===== config.mk =====
export PLATFORM = sky130hd
export DESIGN_NAME = rbcfg_device_flat
export DESIGN_NICKNAME = d
export VERILOG_FILES = /design/src/hdl/rbcfg_pkg.sv /design/src/hdl/rbcfg_link_if.sv /design/src/hdl/rbcfg_burst.sv /design/src/hdl/rbcfg_device.sv /design/src/flat_wrapper.sv
export VERILOG_INCLUDE_DIRS = /design/src /design/src/hdl
export SDC_FILE = /design/constraint.sdc
export NUM_CORES = 1
export LEC_CHECK = 0
export ABC_CLOCK_PERIOD_IN_PS = 5200
export BUFFER_PORTS_ARGS = -buffer_cell sky130_fd_sc_hd__buf_4
export CAP_MARGIN = 20
export CORE_MARGIN = 2
export CORE_UTILIZATION = 30
export DETAILED_ROUTE_END_ITERATION = 16
export GPL_TIMING_DRIVEN = 1
export HOLD_SLACK_MARGIN = 0.05
export SYNTH_ARGS = -nofsm -noshare
export SYNTH_HDL_FRONTEND = slang
export SYNTH_SLANG_ARGS = --single-unit

===== constraint.sdc =====
create_clock -name i_clock -period 5.2 [get_ports i_clock]
set_input_delay 0.78 -clock i_clock [delete_from_list [all_inputs] [get_ports i_clock]]
set_output_delay 0.78 -clock i_clock [all_outputs]
set_load 0.02 [all_outputs]

===== src/hdl/rbcfg_defines.svh =====
// constants for the readback, refresh and gear configuration register
// assumes a single 20 MHz clock shared by controller and device
`ifndef RBCFG_DEFINES_SVH
`define RBCFG_DEFINES_SVH
// How it works
// - command lines map onto register bits 21..0
// - controller writes zero to bits 21,17,13
// - bits 12:11 pick readback read format
// - bits 10:9 pick crc/mask write latency
// - controller programs that latency with crc+mask
// - bits 8:6 pick refresh granularity
// - bit 5 keeps temperature status updated
// - temperature status never older than 32 ms
// - bit 4 lets each device mask register sets
// - bit 3 picks half or quarter rate
// - quarter rate needs register write then sync
// - bit 2 turns readback store reads on
// - bits 1:0 pick page, page 3 reserved
// - controller enters readback with banks idle
// - reads in readback go to store location
// - register contents read back in halves
// - only reads and writes during readback; controller also allows register sets and reset there
// - reset accepted in readback, then reinitialise
// - store holds registers, patterns, error frame

// register image layout
`define CFG_WIDTH 22
`define CFG_RESET 22'h000000
`define CFG_RSVD_MASK 22'h222000
`define CFG_SELECT 3'h3
`define FMT_LSB 11
`define WLAT_LSB 9
`define FGR_LSB 6
`define TEMP_BIT 5
`define PDA_BIT 4
`define GEAR_BIT 3
`define RB_BIT 2
`define PAGE_LSB 0

// timing
`define CLOCK_HZ 20000000
`define TEMP_AGE_MS 32
`define TEMP_CYCLES ((`TEMP_AGE_MS * `CLOCK_HZ) / 1000)
`define BURST_BEATS 8
`define SYNC_GAP 4'h3
`define RST_CYCLES 4'h4

// controller register word indexes on the avalon slave
`define REG_CFG 3'h0
`define REG_CMD 3'h1
`define REG_STATUS 3'h2
`define REG_RD_LO 3'h3
`define REG_RD_HI 3'h4
`define CMD_OP_LSB 28
`define SKIP_BIT 31
`endif


===== src/hdl/rbcfg_pkg.sv =====
// types shared by both ends of the configuration link
// assumes rbcfg_defines.svh for the numeric layout
package rbcfg_pkg;
    typedef enum logic [1:0] {
        FMT_SERIAL = 2'b00,
        FMT_PARALLEL = 2'b01,
        FMT_STAGGER = 2'b10
    } read_format_t;
    typedef enum logic [1:0] {
        OP_READ = 2'b00,
        OP_WRITE = 2'b01,
        OP_SYNC = 2'b10,
        OP_RESET = 2'b11
    } ctrl_op_t;
    typedef enum logic [1:0] {
        PH_IDLE = 2'b00,
        PH_SYNC = 2'b01,
        PH_READ = 2'b10,
        PH_RESET = 2'b11
    } phase_t;
    // pick one byte out of four packed bytes
    function automatic logic [7:0] byte_of(input logic [31:0] w, input logic [1:0] i);
        byte_of = w[8*i +: 8];
    endfunction
    // true when any multi-bit field holds a reserved code
    function automatic logic has_reserved_code(input logic [21:0] v);
        has_reserved_code = (v[12:11] == 2'h3) || (v[10:9] == 2'h3) || (v[8:6] == 3'h3)
            || (v[8:6] == 3'h4) || (v[8:6] == 3'h7) || (v[1:0] == 2'h3);
    endfunction
endpackage


===== src/hdl/rbcfg_link_if.sv =====
// command/address and data lines between controller and device
// assumes both ends run on the same clock, no tristate lines
`timescale 1ns/1ns
interface rbcfg_link_if;
    logic reset_n;      // device reset, active low
    logic cs_n;         // command select, active low
    logic ras_n;
    logic cas_n;
    logic we_n;
    logic [1:0] bg;     // bank group, carries image bits 21:20
    logic [1:0] ba;     // bank, carries image bits 19:18
    logic [17:0] addr;  // a17..a0, bits 16:14 unused
    logic sync;         // gear-down sync pulse
    logic [7:0] dq_wr;  // controller to device data
    logic [7:0] dq_rd;  // device to controller data
    logic dq_rd_valid;  // one beat of read burst
    modport ctrl (output reset_n, cs_n, ras_n, cas_n, we_n, bg, ba, addr, sync, dq_wr,
        input dq_rd, dq_rd_valid);
    modport dev (input reset_n, cs_n, ras_n, cas_n, we_n, bg, ba, addr, sync, dq_wr,
        output dq_rd, dq_rd_valid);
endinterface


===== src/hdl/rbcfg_burst.sv =====
// eight-beat read burst generator for the readback store
// assumes a start pulse with the four bytes of the selected page
`timescale 1ns/1ns
`include "rbcfg_defines.svh"
module rbcfg_burst
    import rbcfg_pkg::*;
(
    input wire logic i_clock,
    input wire logic i_rstn,
    input wire logic i_clk_en,
    input wire logic i_start,
    input wire logic [31:0] i_bytes,
    input wire logic [1:0] i_loc,
    input wire logic [1:0] i_format,
    output logic [7:0] o_dq,
    output logic o_valid
);
    typedef struct packed {
        logic busy;        // burst in progress
        logic [2:0] beat;  // beat being formed
        logic [31:0] bytes;
        logic [1:0] loc;
        logic [1:0] fmt;
        logic [7:0] dq;
        logic valid;
    } burst_t;
    burst_t s;
    burst_t next_s;
    logic [7:0] lane_byte; // byte feeding the lane being formed

    // form one beat per cycle; a new start mid-burst is not expected
    always_comb begin
        lane_byte = 8'h00;
        next_s = s;
        next_s.valid = 1'b0;
        if (i_start) begin
            next_s.busy = 1'b1;
            next_s.beat = 3'h0;
            next_s.bytes = i_bytes;
            next_s.loc = i_loc;
            next_s.fmt = i_format;
        end else if (s.busy) begin
            next_s.valid = 1'b1;
            case (s.fmt)
                FMT_PARALLEL: begin
                    next_s.dq = byte_of(s.bytes, s.loc);
                end
                FMT_STAGGER: begin
                    // lane j walks location loc+j, msb first
                    for (int j = 0; j < 8; j++) begin
                        lane_byte = byte_of(s.bytes, 2'(s.loc + 2'(j)));
                        next_s.dq[j] = lane_byte[3'h7 - s.beat];
                    end
                end
                default: begin
                    // serial, and the reserved code falls back to serial
                    lane_byte = byte_of(s.bytes, s.loc);
                    next_s.dq = {8{lane_byte[3'h7 - s.beat]}};
                end
            endcase
            next_s.beat = s.beat + 3'h1;
            if (s.beat == 3'(`BURST_BEATS - 1)) begin
                next_s.busy = 1'b0;
            end
        end
    end

    // state register
    always_ff @(posedge i_clock) begin
        if (!i_rstn) begin
            s <= '0;
        end else if (i_clk_en) begin
            s <= next_s;
        end
    end

    assign o_dq = s.dq;
    assign o_valid = s.valid;
endmodule


===== src/hdl/rbcfg_device.sv =====
// device end: decodes register writes for the readback, refresh and gear
// configuration register and serves the readback store
// assumes the controller shares i_clock and drives the link modport
`timescale 1ns/1ns
`include "rbcfg_defines.svh"
module rbcfg_device
    import rbcfg_pkg::*;
#(
    parameter int TEMP_CYCLES = `TEMP_CYCLES
) (
    input wire logic i_clock,
    input wire logic i_rstn,
    input wire logic i_clk_en,
    input wire logic [1:0] i_temp_sensor,
    input wire logic [31:0] i_error_frame,
    rbcfg_link_if.dev link,
    output logic [21:0] o_cfg,
    output logic o_readback_on,
    output logic [1:0] o_read_format,
    output logic [2:0] o_write_latency,
    output logic [2:0] o_refresh_mode,
    output logic o_temp_report_on,
    output logic o_per_device_on,
    output logic o_quarter_rate,
    output logic [1:0] o_temp_status
);
    typedef struct packed {
        logic [21:0] cfg;       // stored register image
        logic [1:0] fmt;        // last valid read format
        logic [2:0] wlat;       // write latency in clocks
        logic [2:0] fgr;        // last valid refresh mode
        logic quarter;          // quarter-rate clocking active
        logic gear_pend;        // waiting for the sync pulse
        logic [1:0] temp;       // reported temperature status
        logic [19:0] tcnt;      // cycles to the next status update
        logic [31:0] pat;       // calibration pattern bytes, page 0
        logic [1:0] ts1;        // sensor synchroniser stages
        logic [1:0] ts2;
        logic [1:0] ts3;
        logic [1:0] tin;        // sensor value after agreement
    } dev_t;
    dev_t s;
    dev_t next_s;

    logic cmd_on;         // a command is on the lines this cycle
    logic is_cfg_write;   // register set aimed at this register
    logic is_read;
    logic is_write;
    logic pda_pass;       // command not masked off for this device
    logic [21:0] image;   // register image assembled from the lines
    logic [31:0] page_bytes;
    logic rst_all;        // board reset or link reset
    logic burst_start;

    // command decode from the link lines
    always_comb begin
        cmd_on = !link.cs_n;
        // bank group, bank and address lines form the image
        image = {link.bg, link.ba, link.addr[17], 3'h0, link.addr[13:0]};
        // select field 20:18 must name this register, with strobes all low
        is_cfg_write = cmd_on && !link.ras_n && !link.cas_n && !link.we_n
            && ({link.bg[0], link.ba} == `CFG_SELECT);
        is_read = cmd_on && link.ras_n && !link.cas_n && link.we_n;
        is_write = cmd_on && link.ras_n && !link.cas_n && !link.we_n;
        // with per-device addressing on, dq0 high masks the command off
        pda_pass = !s.cfg[`PDA_BIT] || !link.dq_wr[0];
    end

    // readback store pages; page 3 belongs to the maker and reads as zero
    always_comb begin
        case (s.cfg[`PAGE_LSB +: 2])
            2'h0: begin
                page_bytes = s.pat;
            end
            2'h1: begin
                page_bytes = i_error_frame;
            end
            2'h2: begin
                // location 0 temperature, then the register image in three bytes at locations 1 to 3
                page_bytes = {2'h0, s.cfg[21:16], s.cfg[15:8], s.cfg[7:0],
                    3'h0, s.temp, 3'h0};
            end
            default: begin
                page_bytes = 32'h00000000;
            end
        endcase
    end

    // reads go to the store only while readback is on
    assign burst_start = is_read && s.cfg[`RB_BIT];
    // a link reset clears everything, even in the middle of readback
    assign rst_all = !i_rstn || !link.reset_n;

    // next-state logic for configuration, gear, store and temperature
    always_comb begin
        next_s = s;
        // register set: reserved bits are dropped if the controller slips
        if (is_cfg_write && pda_pass) begin
            next_s.cfg = image & ~`CFG_RSVD_MASK;
            // reserved format, latency and refresh codes leave the previous working setting in place
            if (image[`FMT_LSB +: 2] != 2'h3) begin
                next_s.fmt = image[`FMT_LSB +: 2];
            end
            case (image[`WLAT_LSB +: 2])
                2'h0: begin
                    next_s.wlat = 3'h4;
                end
                2'h1: begin
                    next_s.wlat = 3'h5;
                end
                2'h2: begin
                    next_s.wlat = 3'h6;
                end
                default: begin
                    next_s.wlat = s.wlat;
                end
            endcase
            case (image[`FGR_LSB +: 3])
                3'h0, 3'h1, 3'h2, 3'h5, 3'h6: begin
                    next_s.fgr = image[`FGR_LSB +: 3];
                end
                default: begin
                    next_s.fgr = s.fgr;
                end
            endcase
            // quarter rate is armed here and only taken at the sync pulse
            if (image[`GEAR_BIT] && !s.quarter) begin
                next_s.gear_pend = 1'b1;
            end else if (!image[`GEAR_BIT]) begin
                next_s.quarter = 1'b0;
                next_s.gear_pend = 1'b0;
            end
        end
        // sync pulse aligns the slow command sampling
        if (link.sync && s.gear_pend) begin
            next_s.quarter = 1'b1;
            next_s.gear_pend = 1'b0;
        end
        // pattern writes land at the location given by the address
        if (is_write && s.cfg[`RB_BIT] && (s.cfg[`PAGE_LSB +: 2] == 2'h0)) begin
            next_s.pat[8*link.addr[1:0] +: 8] = link.dq_wr;
        end
        // sensor synchroniser; the value counts once stages two and three agree
        next_s.ts1 = i_temp_sensor;
        next_s.ts2 = s.ts1;
        next_s.ts3 = s.ts2;
        if (s.ts2 == s.ts3) begin
            next_s.tin = s.ts3;
        end
        // status refresh: counter held at zero while off, so enabling
        // updates at once and then at least every period
        if (!s.cfg[`TEMP_BIT]) begin
            next_s.tcnt = 20'h00000;
        end else if (s.tcnt == 20'h00000) begin
            next_s.temp = s.tin;
            next_s.tcnt = 20'(TEMP_CYCLES - 1);
        end else begin
            next_s.tcnt = s.tcnt - 20'h00001;
        end
    end

    // state register; the link reset acts like the board reset
    always_ff @(posedge i_clock) begin
        if (rst_all) begin
            s <= '0;
        end else if (i_clk_en) begin
            s <= next_s;
        end
    end

    // read bursts from the store
    rbcfg_burst u_burst (
        .i_clock(i_clock),
        .i_rstn(!rst_all),
        .i_clk_en(i_clk_en),
        .i_start(burst_start),
        .i_bytes(page_bytes),
        .i_loc(link.addr[1:0]),
        .i_format(s.fmt),
        .o_dq(link.dq_rd),
        .o_valid(link.dq_rd_valid)
    );

    // user-side view of the decoded configuration
    assign o_cfg = s.cfg;
    assign o_readback_on = s.cfg[`RB_BIT];
    assign o_read_format = s.fmt;
    assign o_write_latency = s.wlat;
    assign o_refresh_mode = s.fgr;
    assign o_temp_report_on = s.cfg[`TEMP_BIT];
    assign o_per_device_on = s.cfg[`PDA_BIT];
    assign o_quarter_rate = s.quarter;
    assign o_temp_status = s.temp;
endmodule


===== src/flat_wrapper.sv =====
// flat-port wrapper written by rule: the top's interface ports become plain ports
module rbcfg_device_flat import rbcfg_pkg::*;
#(
    parameter int TEMP_CYCLES = `TEMP_CYCLES
)
  (i_clock, i_rstn, i_clk_en, i_temp_sensor, i_error_frame, o_cfg, o_readback_on, o_read_format, o_write_latency, o_refresh_mode, o_temp_report_on, o_per_device_on, o_quarter_rate, o_temp_status, link_reset_n, link_cs_n, link_ras_n, link_cas_n, link_we_n, link_bg, link_ba, link_addr, link_sync, link_dq_wr, link_dq_rd, link_dq_rd_valid);
  rbcfg_link_if link_i ();
  input wire logic i_clock;
  input wire logic i_rstn;
  input wire logic i_clk_en;
  input wire logic [1:0] i_temp_sensor;
  input wire logic [31:0] i_error_frame;
  output logic [21:0] o_cfg;
  output logic o_readback_on;
  output logic [1:0] o_read_format;
  output logic [2:0] o_write_latency;
  output logic [2:0] o_refresh_mode;
  output logic o_temp_report_on;
  output logic o_per_device_on;
  output logic o_quarter_rate;
  output logic [1:0] o_temp_status;
  input wire logic [$bits(link_i.reset_n)-1:0] link_reset_n;
  input wire logic [$bits(link_i.cs_n)-1:0] link_cs_n;
  input wire logic [$bits(link_i.ras_n)-1:0] link_ras_n;
  input wire logic [$bits(link_i.cas_n)-1:0] link_cas_n;
  input wire logic [$bits(link_i.we_n)-1:0] link_we_n;
  input wire logic [$bits(link_i.bg)-1:0] link_bg;
  input wire logic [$bits(link_i.ba)-1:0] link_ba;
  input wire logic [$bits(link_i.addr)-1:0] link_addr;
  input wire logic [$bits(link_i.sync)-1:0] link_sync;
  input wire logic [$bits(link_i.dq_wr)-1:0] link_dq_wr;
  output wire logic [$bits(link_i.dq_rd)-1:0] link_dq_rd;
  output wire logic [$bits(link_i.dq_rd_valid)-1:0] link_dq_rd_valid;
  assign link_i.reset_n = link_reset_n;
  assign link_i.cs_n = link_cs_n;
  assign link_i.ras_n = link_ras_n;
  assign link_i.cas_n = link_cas_n;
  assign link_i.we_n = link_we_n;
  assign link_i.bg = link_bg;
  assign link_i.ba = link_ba;
  assign link_i.addr = link_addr;
  assign link_i.sync = link_sync;
  assign link_i.dq_wr = link_dq_wr;
  assign link_dq_rd = link_i.dq_rd;
  assign link_dq_rd_valid = link_i.dq_rd_valid;
  rbcfg_device #(.TEMP_CYCLES(TEMP_CYCLES)) u_core (.i_clock(i_clock), .i_rstn(i_rstn), .i_clk_en(i_clk_en), .i_temp_sensor(i_temp_sensor), .i_error_frame(i_error_frame), .link(link_i), .o_cfg(o_cfg), .o_readback_on(o_readback_on), .o_read_format(o_read_format), .o_write_latency(o_write_latency), .o_refresh_mode(o_refresh_mode), .o_temp_report_on(o_temp_report_on), .o_per_device_on(o_per_device_on), .o_quarter_rate(o_quarter_rate), .o_temp_status(o_temp_status));
endmodule

# [Word level (Yosys, flattened, before mapping)]
# Cells that the tools add are included.
[op_classes] n_shift=6 n_bitwise=1 n_mux=24 eq_ne=17 n_addsub=7 reduce_logical=45 n_lt_le_gt_ge=1
[op_table] op="32-bit by 6-bit indexed part select with 8-bit output" count=4
[op_table] op="32-bit one-hot mux with 3 select lines" count=1
[op_table] op="20-bit 2-to-1 mux" count=2
[op_table] op="5-bit negator with 34-bit output" count=1
[op_table] op="8-bit by 34-bit variable shift with 32-bit output (first input constant)" count=1
[op_table] op="8-bit by 34-bit indexed part select with 32-bit output" count=1
[op_table] op="32-bit bitwise mux" count=1
[op_table] op="20-bit logical NOT" count=1
[op_table] op="20-bit by 1-bit subtractor with 20-bit output (second input constant)" count=1
[op_table] op="3-bit AND reduction" count=6
[op_table] op="8-bit one-hot mux with 2 select lines" count=1
[op_table] op="1-bit logical AND" count=14
[op_table] op="1-bit binary-select mux with 3-bit select" count=4
[op_table] op="2-bit AND reduction" count=5
[op_table] op="3-bit == test (second input constant)" count=3
[op_table] op="1-bit logical NOT" count=9
[op_table] op="1-bit 2-to-1 mux" count=9
[op_table] op="3-bit one-hot mux with 3 select lines" count=1
[op_table] op="4-bit 2-to-1 mux" count=2
[op_table] op="2-bit by 1-bit == test with 1-bit output (second input constant)" count=3
[op_table] op="2-bit == test (second input constant)" count=3
[op_table] op="3-bit by 2-bit == test with 1-bit output (second input constant)" count=2
[op_table] op="2-bit 2-to-1 mux" count=3
[op_table] op="5-bit OR reduction" count=1
[op_table] op="other kinds (17)" count=22
[word_totals] output_inout_bits=45 register_bits=137

# [Depth between registers and ports, before layout]
# Gate-level depths: netlist of run 1.
[depth] depth_word=8 depth_mapped=10 ltp_nobuf=8

# [Hierarchy]
# From an unflattened synthesis of run 1, not the netlist that was laid out.
[unflattened] cells_unflattened=937 area_unflattened_um2=7639.8
[by_module_without_submodules] mod="rbcfg_device" seq_area_each_um2=1761.7 area_each_um2=4593.2 n_inst=1 cells_per_inst=588
[by_module_without_submodules] mod="rbcfg_burst" seq_area_each_um2=980.9 area_each_um2=3046.7 n_inst=1 cells_per_inst=349

# [Worst setup path after synthesis of run 1]
# OpenSTA, ideal clock, no wires.
[synth_timing] kind="input port to flip-flop" start="input port i_clk_en" end="register u_core.s[26] (netlist name)" t_required_ps=5129 path_stages=8 setup_time_ps=71 slack_ps=2921 arrival_ps=2209 path_cell_list="buf_2 inv_2 nor4_1 nor4b_4 and2_1 buf_2 nand3_1 a21oi_1"
[synth_via] elab_chain_len=1
[synth_rtl] item="start: declaration" line_no="flat_wrapper.sv:10" text="input wire logic i_clk_en;"
[synth_rtl] item="2-bit AND reduction (no line)"
[synth_rtl] item="end signal: assignment" line_no="rbcfg_device.sv:167" text="s <= next_s;"
[synth_rtl] item="end: declaration" line_no="rbcfg_device.sv:42" text="dev_t s;"
# No other way between the ends.
# A chain may end at the register's enable or synchronous reset.

# [Worst setup path after layout of run 1]
[layout_timing] start="register u_core.u_burst.s[11] (netlist name)" end="register u_core.u_burst.s (netlist bit u_core.u_burst.o_dq[1])"
[layout_via] elab_chain_len=5 word_cells_on_any_way=8 cone_classes="add/sub (1); shift (2); mux (5)"
[layout_rtl] item="start: declaration" line_no="rbcfg_burst.sv:27" text="burst_t s;"
[layout_rtl] item="start signal: assignment" line_no="rbcfg_burst.sv:73" text="s <= next_s;"
[layout_rtl] item="2-bit by 1-bit adder with 2-bit output" line_no="rbcfg_burst.sv:51" text="lane_byte = byte_of(s.bytes, 2'(s.loc + 2'(j)));"
[layout_rtl] item="32-bit by 6-bit indexed part select with 8-bit output" line_no="rbcfg_pkg.sv:23" text="byte_of = w[8*i +: 8];"
[layout_rtl] item="1-bit binary-select mux with 3-bit select" line_no="rbcfg_burst.sv:52" text="next_s.dq[j] = lane_byte[3'h7 - s.beat];"
[layout_rtl] item="1-bit 2-to-1 mux (not written as such)" line_no="rbcfg_burst.sv:52"
[layout_rtl] item="8-bit one-hot mux with 2 select lines (*)" line_no="rbcfg_burst.sv:44" text="case (s.fmt)"
# Every way passes the cells marked *; elsewhere a longest branch is shown, timed or not. The select of a mux whose other input is x is not followed.

==> metrics.md, run 1 <==
| Metric | Value |
|---|---|
| Run status | finished, final reports clean |
| Crit start category | flip-flop |
| Pin count of the biggest net entering global routing | between 70 and 80 |
| Max clock buf depth | 2 |
| Antenna viol nets, final | 0 |
| I/O pins | around 120 |
| Yosys top cell area share | between 30% and 40% |
| Port bufs | roughly 110 |
| Final instance area | roughly 8700 µm² |
| Number of antenna violations at the first check in global routing | 0 |
| Synthesized flop and latch total | 137 |
| Comb pwr share | under 10% |
| Gr ovfl total | 0 |
| GP Congestion | between 0.8 and 0.9 |
| Area of placed instances | just over 8000 µm² |
| Hold Fails Final Rpt | 0 |
| Final setup TNS | 0 ns |
| Post-synth EDFFs | 0 |
| Skew-Pair Late Insertion Delay | 0.42 ns |
| Initial core utilization | between 30 and 40% |
| Most used DFF post-synth | dfxtp_1 |
| H-tree levels | 4 |
| Syn avg cell area | 7.96 µm² |
| Vias | between 6000 and 7000 |
| Ranking of synthesized cells by area | dfxtp_1 37%, mux2i_1 8.3%, nand2_1 6.6% |
| Hpwl dp | roughly 15000 µm |
| Worst Max-Slew Pin Slew | ~0.97 ns |
| Final setup viols | 0 |
| Total CTS buffers | 17 |
| Post-layout nets | 1038 |
| Layout cells sized above 1 | 18.7% |
| Final Max Slew Viols | 0 |
| Worst-path cell with the longest stage delay | dfxtp_1 |
| Post-synth top cells | 137 x dfxtp_1, 129 x nand2_1, 102 x nor2_1 |
| Die X-Extent | approximately 160 µm |
| Vias in the first global route | ~6000 |
| Rows | 57 |
| Fill count | 2506 |
| Vias per Instance | roughly 4.9 |
| Arrival time of the worst setup path | 3.28 ns |
| Seq/Total Area, Yosys | between 30% and 40% |
| CTS tree | yes |
| Yosys warns | 0 |
| Seq pwr share | approximately 43% |
| CTS resizes | 0 |
| Crit path kind | flip-flop to flip-flop |
| Post-CTS Setup Inserts | 0 |
| Peak Freq | ~0.34 GHz |
| Final design utilization | 35.9% |
| TritonRoute pass-1 iters | 5 |
| GRT Overall Usage | between 10% and 20% |
| Synth unique cells | 60 |
| Critical path cell sequence | clkinv_1 > mux4_2 > a22oi_1 > o311a_1 > a21oi_1 > a31oi_1 |
| CORE AREA | between 20000 and 25000 µm² |
| Initial drt markers | 400 |
| CP Max Fanout | 22 |
| CP Capture Type | flip-flop |
| Crit path max-delay family | flip-flops |
| # hold bufs at CTS | 0 |
| Power Internal | between 1500 and 2000 µW |
| DRC | 0 |
| Clk root buf | clkbuf_16 |
| Synth area leader | dfxtp_1 |
| Area Growth Syn to Fin | 18.3% |
| Slowest stage delay, CP | 0.81 ns |
| Clk_skew | 0.00786 ns |
| Antenna cells | 0 |
| Most frequent cell after synthesis | dfxtp_1 |
| Crit path time final | a little under 3 ns |
| Die ar. | ~26000 µm² |
| Mapped Area | ~7300 µm² |
| Max_cap viols | 0 |
| Sw Ratio | a little under a quarter |
| Reg clk slew, reported paths | approximately 0.060 ns |
| Height of the die | between 150 and 200 µm |
| Static Leakage | roughly 0.0030 µW |
| DR WL/cell | 16.2 µm |
| Asr flop ratio synth | 0% |
| Max-slew headroom | 35.4% |
| Detailed Route WL | around 21000 µm |
| RSZ-0062 raised after global routing | no |
| Worst hold path class | flip-flop to flip-flop |
| Clock power frac | around 51% |
| Sw power | 561 µW |
| Critical Path RT | around 5.5 ns |
| Period utilization | between 50% and 60% |
| Syn Inst Count | between 900 and 1000 |
| Max rail drop VDD | approximately 0.17 mV |
| PD cells | 287 nW/µm² |
| WP buf/inv | 1 |
| First-pass GRT wire length | around 33000 µm |
| CTS sink cnt | approximately 140 |
==> final timing paths <==
path	startpoint	slack [ns]	cells past startpoint	end
max	u_core.u_burst.s[11]	2.27	6	u_core.u_burst.o_dq[1]
min	u_core.s[13]	0.45	2	u_core.s[13]
max reg2reg	u_core.u_burst.s[11]	2.27	6	u_core.u_burst.o_dq[1]
min reg2reg	u_core.s[13]	0.45	2	u_core.s[13]
==> logic make-up after synthesis <==
kind of cell,count (synthesis),share of synthesized area [%]
compound gates,187,15.3
flops,137,37.4
simple gates,377,23.6
other cells,1,0.0512
buf+inv,122,8.74
xor+xnor,7,0.836
fa+ha+maj,11,1.88
mux,79,12.2
==> cell type report <==
class,count,area (µm²),area share [%]
clock buffer,21,480,5.54
tap,324,405,4.68
inverter,16,60.1,0.693
multi-input combinational,667,3970,45.8
timing repair buffer,115,863,9.96
clock inverter,11,143,1.65
sequential,137,2740,31.7
==> metrics by stage <==
| step | total power (µW) | setup WS, ns | std cells | hold slack, ns |
|---|---|---|---|---|
| after floorplan | 1180 | 2.92 | 926 | 0.431 |
| after CTS | 2510 | 2.32 | 1291 | 0.451 |
| final | 2490 | 2.27 | 1291 | 0.449 |
| after global routing | 2570 | 1.95 | 1291 | 0.463 |
| after detailed placement | 1250 | 1.92 | 1259 | 0.443 |
| after global placement | 1250 | 1.98 | 1259 | 0.439 |
==> worst reg2reg max path, stage by stage (launching register included) <==
cell      delay [ns]
dfxtp_1         0.81
clkinv_1        0.68
mux4_2          0.63
a22oi_1         0.19
o311a_1         0.22
a21oi_1         0.17
a31oi_1         0.17
==> metal layers <==
metal	wire (µm)	up-vias	track usage, %
met2	9880	109	26.9
li1	-	3248	-
met5	0	-	0
met4	422	0	5.41
met1	9920	2919	21.7
met3	645	25	2.97
==> cells in the final DEF (no fill, tap or decap), drive strengths merged, types with 16 or more instances in the layout <==
master	instances
dfxtp	137
nand3	52
mux2i	61
nor3	44
a211oi	27
clkbuf	21
nor2	102
o21ai	29
nand2	129
inv	16
buf	115
a21oi	95
==> state kept, by name (all words and copies together) (netlist names) <==
name                    cells
u_core.o_cfg               16
u_core.o_temp_status        2
u_core.u_burst.o_valid      1
u_core.o_quarter_rate       1
u_core.next_s               4
u_core.u_burst.s           40
u_core.s                   57
u_core.u_burst.o_dq         8
u_core.o_read_format        2
u_core.o_write_latency      3
u_core.o_refresh_mode       3
==> power groups by stage <==
stage	clock network (µW)	logic [µW]	registers (µW)
global placement	0	163	1080
CTS	1280	165	1060
floorplan	0	100	1080
detailed placement	0	164	1080
global route	1330	182	1060
finish	1260	165	1060
Power figures use the tool's default switching activity.
==> run 2, diff against run 1 <==
ABC_CLOCK_PERIOD_IN_PS = 2600   (was 5200)
clock period = 2.6 ns   (was 5.2 ns; I/O delays follow)
==> metrics.md, run 2 (same netlist as run 1, synthesis figures left out) <==
| Metric | Value |
|---|---|
| Antenna viol nets, final | 0 |
| Detailed Route WL | roughly 21000 µm |
| Initial drt markers | around 540 |
| Final setup TNS | 0 ns |
| Vias in the first global route | 5983 |
| Vias per Instance | 4.95 |
| Commonest non-fill, non-tap cell in the layout | dfxtp_1 |
| Critical path cell sequence | buf_4 > mux2_2 > o22ai_1 > a221o_1 > a21oi_1 > o21ai_0 > a31oi_1 |
| Total CTS buffers | 17 |
| Post-Place Setup Slack | approximately 0.22 ns |
| PD cells | between 500 and 600 nW/µm² |
| Reg2Reg Depth | 7 |
| Critical Path RT | approximately 2.9 ns |
| CORE AREA | between 20000 and 25000 µm² |
| Worst r2r src | u_core.u_burst.s[46] |
| Power Internal | around 4000 µW |
| Hold Fails Final Rpt | 0 |
| Vias | roughly 6500 |
| Slowest stage delay, CP | roughly 0.82 ns |
| Antenna cells | 0 |
| Reg2reg end | u_core.u_burst.o_dq[3] |
| Worst-path cell with the longest stage delay | dfxtp_1 |
| Clk root buf | clkbuf_16 |
| Pin count of the biggest net entering global routing | 53 |
| CP Max Fanout | 18 |
| Hpwl dp | 15700 µm |
| GP Congestion | roughly 0.9 |
| Final Max Slew Viols | 0 |
| Worst Max-Slew Pin Slew | ~0.78 ns |
| Max FFs per register | 57 |
| Area Growth Syn to Fin | 20.8% |
| Skew-Pair Late Insertion Delay | 0.43 ns |
| Hold Path Stages | 3 |
| Peak Freq | between 0.4 and 0.5 GHz |
| Reg2Reg Setup Slack | roughly 0.18 ns |
| RSZ-0062 raised after global routing | no |
| CTS resizes | 0 |
| Die ar. | between 20000 and 30000 µm² |
| Sw Ratio | between 20 and 25% |
| Static Leakage | 0.00314 µW |
| CTS tree | yes |
| Number of antenna violations at the first check in global routing | 0 |
| Crit path kind | flip-flop to flip-flop |
| Most frequent cells in the layout | 136 x dfxtp_1, 129 x buf_4, 128 x nand2_1, 102 x nor2_1, 91 x a21oi_1 |
| Crit path max-delay family | flip-flops |
| Max-slew headroom | between 40% and 50% |
| Clk_skew | approximately 0.013 ns |
| Max rail drop VDD | ~0.42 mV |
| DRC | 0 |
| Die X-Extent | about 160 µm |
| Crit start category | flip-flop |
| Comb pwr share | about 6.8% |
| Final setup viols | 0 |
| Worst hold path class | input pin to flip-flop |
| Reg clk slew, reported paths | ~0.060 ns |
| H-tree levels | 4 |
| End of the worst hold path | u_core.next_s[5] |
| Post-CTS Setup Inserts | 0 |
| Seq pwr share | about two fifths |
| WP buf/inv | 1 |
| Clock power frac | between 50% and 60% |
| Final WS setup | 0.178 ns |
| Gr ovfl total | 0 |
| Sw power | approximately 1100 µW |
| Max clock buf depth | 2 |
| Arrival time of the worst setup path | between 2 and 3 ns |
| Most flops, register | u_core.s |
| Initial core utilization | a little under a third |
| Port bufs | around 110 |
| TritonRoute pass-1 iters | 5 |
| Layout cells sized above 1 | 19.7% |
| Rows | between 50 and 60 |
| I/O pins | between 100 and 150 |
| Max_cap viols | 0 |
| GRT Overall Usage | roughly 16% |
| DR WL/cell | between 15 and 20 µm |
| Post-layout nets | approximately 1100 |
| CP Capture Type | flip-flop |
| Min-Delay Startpoint | i_temp_sensor[1] |
| # hold bufs at CTS | 0 |
| Period utilization | 93.2% |
| CTS sink cnt | 137 |
| Run status | finished, final reports clean |
| First-pass GRT wire length | approximately 33000 µm |
| Height of the die | around 160 µm |
| Crit path time final | approximately 2.4 ns |
==> run 2: cell count changes in the layout (fill, tap and decap cells not counted), sizes merged <==
cell | previous run | this run
bufinv | 3 | 4
clkinv | 6 | 3
buf | 115 | 132
inv | 16 | 15
clkbuf | 21 | 26
clkinvlp | 2 | 0
==> run 2: how the worst max path moves through the flow <==
stage / start / end / slack (ns) / depth (start not counted)
6_report: u_core.u_burst.s[46] / u_core.u_burst.o_dq[3] / 0.18 / 7
5_1_grt: u_core.u_burst.s[12] / u_core.u_burst.o_dq[3] / 0.05 / 7
4_1_cts: u_core.u_burst.s[46] / u_core.u_burst.o_dq[5] / 0.21 / 7
3_5_place_dp: u_core.u_burst.s[46] / u_core.u_burst.o_dq[3] / 0.22 / 7
3_3_place_gp: u_core.u_burst.s[46] / u_core.u_burst.o_dq[3] / 0.25 / 7
2_1_floorplan: u_core.s[40] / u_core.s[58] / 0.50 / 9
==> run 2: area by class of cell <==
class	count	area, µm²
Fill cell	2465	15300
Clock buffer	26	509
Timing Repair Buffer	132	1030
Clock inverter	6	134
Tap cell	324	405
Inverter	16	60.1
Multi-Input combinational cell	667	3970
Sequential cell	137	2740
==> run 2: per-layer routing <==
layer  share of wire (%)  GRT usage [%]
met1                  47           22.0
met2                  46           25.8
met3                 4.2           3.36
met4                 2.3           5.98
met5                   0              0
==> run 2: power groups by stage <==
stage	Sequential, µW	Clock, µW	Combinational (µW)
2_1_floorplan	2170	0	200
3_3_place_gp	2170	0	341
3_5_place_dp	2170	0	342
4_1_cts	2120	2660	344
5_1_grt	2120	2750	380
6_report	2120	2630	345
==> run 2: metrics by stage <==
stage | hold WS, ns | power (µW) | std cells | util, % | area (µm²)
after floorplan | 0.431 | 2370 | 926 | - | 7350
after global placement | 0.439 | 2510 | 1276 | 34.0 | 8210
after detailed placement | 0.445 | 2510 | 1276 | 34.0 | 8210
after CTS | 0.196 | 5130 | 1308 | 36.6 | 8850
after global routing | 0.215 | 5260 | 1308 | 36.6 | 8850
final | 0.213 | 5100 | 1308 | 36.6 | 8850
==> run 2: worst reg2reg max path, delay by kind of cell, from the launching register on <==
family / cells / cell delay, ns
flip-flops: 1 / 0.82
AO/OA/AOI/OAI: 5 / 0.80
multiplexers: 1 / 0.36
buffers and inverters: 1 / 0.31
==> run 3, diff against run 2 <==
ABC_AREA = 1   (was unset)
SYNTH_HIERARCHICAL = 1   (was unset)
TNS_END_PERCENT = 10   (was unset)
==> metrics.md, run 3 <==
| Metric | Value |
|---|---|
| Run status | finished, final reports clean |
| Peak Freq | approximately 0.49 GHz |
| Sw power | between 1000 and 1500 µW |
| Seq pwr share | a little over two fifths |
| Post-CTS Setup Inserts | 0 |
| Max_cap viols | 0 |
| Clk root buf | clkbuf_16 |
| Height of the die | between 150 and 200 µm |
| PD cells | 530 nW/µm² |
| Crit start category | flip-flop |
| Comb pwr share | slightly above 5% |
| Post-synth EDFFs | 0 |
| CP Max Fanout | 9 |
| Synth area leader | dfxtp_1 |
| I/O pins | 118 |
| Asr flop ratio synth | 0% |
| Commonest non-fill, non-tap cell in the layout | nand2_1 |
| DRC | 0 |
| Number of antenna violations at the first check in global routing | 0 |
| CP Capture Type | flip-flop |
| Clk_skew | 0.0109 ns |
| Most flops, register | u_core/s |
| Mapped Area | 7840 µm² |
| Period utilization | between 70 and 80% |
| GP Congestion | 0.876 |
| Post-layout nets | 1342 |
| Vias in the first global route | between 7000 and 8000 |
| Max FFs per register | 57 |
| Max rail drop VDD | 0.353 mV |
| Gr ovfl total | 0 |
| Post-synth top cells | 253 x nand2_1, 158 x nand3_1, 141 x inv_1 |
| Arrival time of the worst setup path | about 2.4 ns |
| Synthesized flop and latch total | approximately 140 |
| Multi-input gate area | between 3000 and 4000 µm² |
| Initial core utilization | a little under a third |
| Layout cells sized above 1 | about an eighth |
| Initial drt markers | approximately 640 |
| Reg clk slew, reported paths | around 0.060 ns |
| # hold bufs at CTS | 0 |
| Worst hold path class | input pin to flip-flop |
| Critical Path RT | slightly below 3 ns |
| Area Growth Syn to Fin | 17.3% |
| Most used DFF post-synth | dfxtp_1 |
| Clock power frac | between 50% and 60% |
| Final hold slack | about 0.19 ns |
| Port bufs | 105 |
| Worst Max-Slew Pin Slew | roughly 0.94 ns |
| Vias per Instance | 4.83 |
| Ranking of synthesized cells by area | dfxtp_1 35%, nand2_1 12%, nand3_1 10% |
| Placed Instances | between 1500 and 2000 |
| Hpwl dp | ~18000 µm |
| RSZ-0062 raised after global routing | no |
| Power Internal | ~3700 µW |
| CTS resizes | 0 |
| Hold Fails Final Rpt | 0 |
| Syn Inst Count | between 1000 and 1500 |
| Max clock buf depth | 2 |
| Sw Ratio | between 20% and 30% |
| Detailed Route WL | 23600 µm |
| CTS sink cnt | roughly 140 |
| Total CTS buffers | 17 |
| Most frequent cells in the layout | 252 x nand2_1, 158 x nand3_1, 140 x inv_1, 137 x dfxtp_1, 122 x buf_4 |
| Antenna cells | 0 |
| Synth unique cells | 35 |
| Final setup viols | 0 |
| GRT Overall Usage | approximately 17% |
| Static Leakage | just under 0.004 µW |
| First-pass GRT wire length | about 38000 µm |
| Max-slew headroom | around 37% |
| CTS tree | yes |
| Vias | around 7800 |
| Skew-Pair Late Insertion Delay | approximately 0.43 ns |
| CORE AREA | about 26000 µm² |
| Final instance area | ~9000 µm² |
| Yosys top cell area share | between 30% and 40% |
| H-tree levels | 4 |
| Final Max Slew Viols | 0 |
| DR WL/cell | 14.7 µm |
| Die X-Extent | ~170 µm |
| Pin count of the biggest net entering global routing | between 70 and 80 |
| Antenna viol nets, final | 0 |
| Crit path time final | about 2.0 ns |
| Final setup TNS | 0 ns |
| Seq/Total Area, Yosys | a little over a third |
| Rows | 59 |
| Area of placed instances | about 8600 µm² |
| Crit path kind | flip-flop to flip-flop |
| Non-Filler Instances | about 1600 |
| Yosys warns | 6 |
| FF/Latch Area | between 2000 and 3000 µm² |
| TritonRoute pass-1 iters | 5 |
| Die ar. | 27400 µm² |
| Fill count | roughly 2800 |
| Syn avg cell area | between 6 and 7 µm² |
| Most frequent cell after synthesis | nand2_1 |
==> run 3: cell types whose count changed after synthesis, moves of 11 or more <==
| cell | change |
|---|---|
| a211oi_1 | -25 |
| a21oi_1 | +23 |
| clkbuf_1 | -15 |
| inv_1 | +127 |
| mux2_2 | -11 |
| mux2i_1 | -61 |
| nand2_1 | +124 |
| nand3_1 | +107 |
| nor2_1 | +12 |
| nor3_1 | -32 |
| o21ai_0 | +79 |
==> run 3: cells by family (layout without fill, tap and decap cells) <==
logic type	count (synthesis)	count (layout)	synth area share [%]
adder cells (fa/ha/maj)	11	11	1.76
AND/OR/NAND/NOR	556	556	30.3
flip-flops	137	137	35.0
buffers and inverters	250	301	15.1
AO/OA/AOI/OAI	254	254	17.2
XOR/XNOR	5	5	0.559
other	1	6	0.0478
==> run 3: worst paths after layout <==
| check | startpoint | endpoint | slack, ns | cells after the start |
|---|---|---|---|---|
| worst max-delay path | u_core/o_cfg[1] | u_core/u_burst/s[27] | 0.56 | 6 |
| worst min-delay path | link_addr[4] | u_core/o_cfg[4] | 0.19 | 3 |
| worst max register to register | u_core/o_cfg[1] | u_core/u_burst/s[27] | 0.56 | 6 |
| worst min register to register | u_core/s[32] | u_core/s[32] | 0.45 | 2 |
==> run 3: per-layer routing <==
layer | vias to the layer above | track usage [%] | share of wire [%]
met2 | 216 | 27.7 | 46
li1 | 4005 | - | -
met4 | 0 | 7.75 | 3.7
met1 | 3482 | 22.0 | 46
met5 | - | 0 | 0
met3 | 47 | 3.30 | 4.4
==> run 3: critical path, stage by stage (launching register included) <==
cell      delay [ns]
dfxtp_1         0.46
inv_1           0.09
nor2_1          0.36
clkinv_1        0.40
o221ai_1        0.38
o21ai_0         0.14
a21oi_1         0.13
==> run 3: power groups by stage <==
stage | Sequential, µW | Clock [µW] | Combinational [µW]
2_1_floorplan | 2150 | 0 | 124
3_3_place_gp | 2150 | 0 | 247
3_5_place_dp | 2150 | 0 | 248
4_1_cts | 2100 | 2560 | 248
5_1_grt | 2100 | 2670 | 278
6_report | 2100 | 2520 | 249
==> run 3: area by class of cell <==
type	count	area share, %
tap	335	4.56
timing repair buffer	123	10.2
sequential	137	29.8
multi-input combinational	832	42.8
clock inverter	12	1.81
clock buffer	19	4.82
inverter	147	6.03
==> run 3: metrics by stage <==
stage          power [µW]  util (%)  worst slack (ns)
3_5_place_dp         2400      33.2             0.445
2_1_floorplan        2270         -             0.683
3_3_place_gp         2400      33.2             0.460
4_1_cts              4910      35.6             0.585
6_report             4870      35.6             0.561
5_1_grt              5050      35.6             0.347
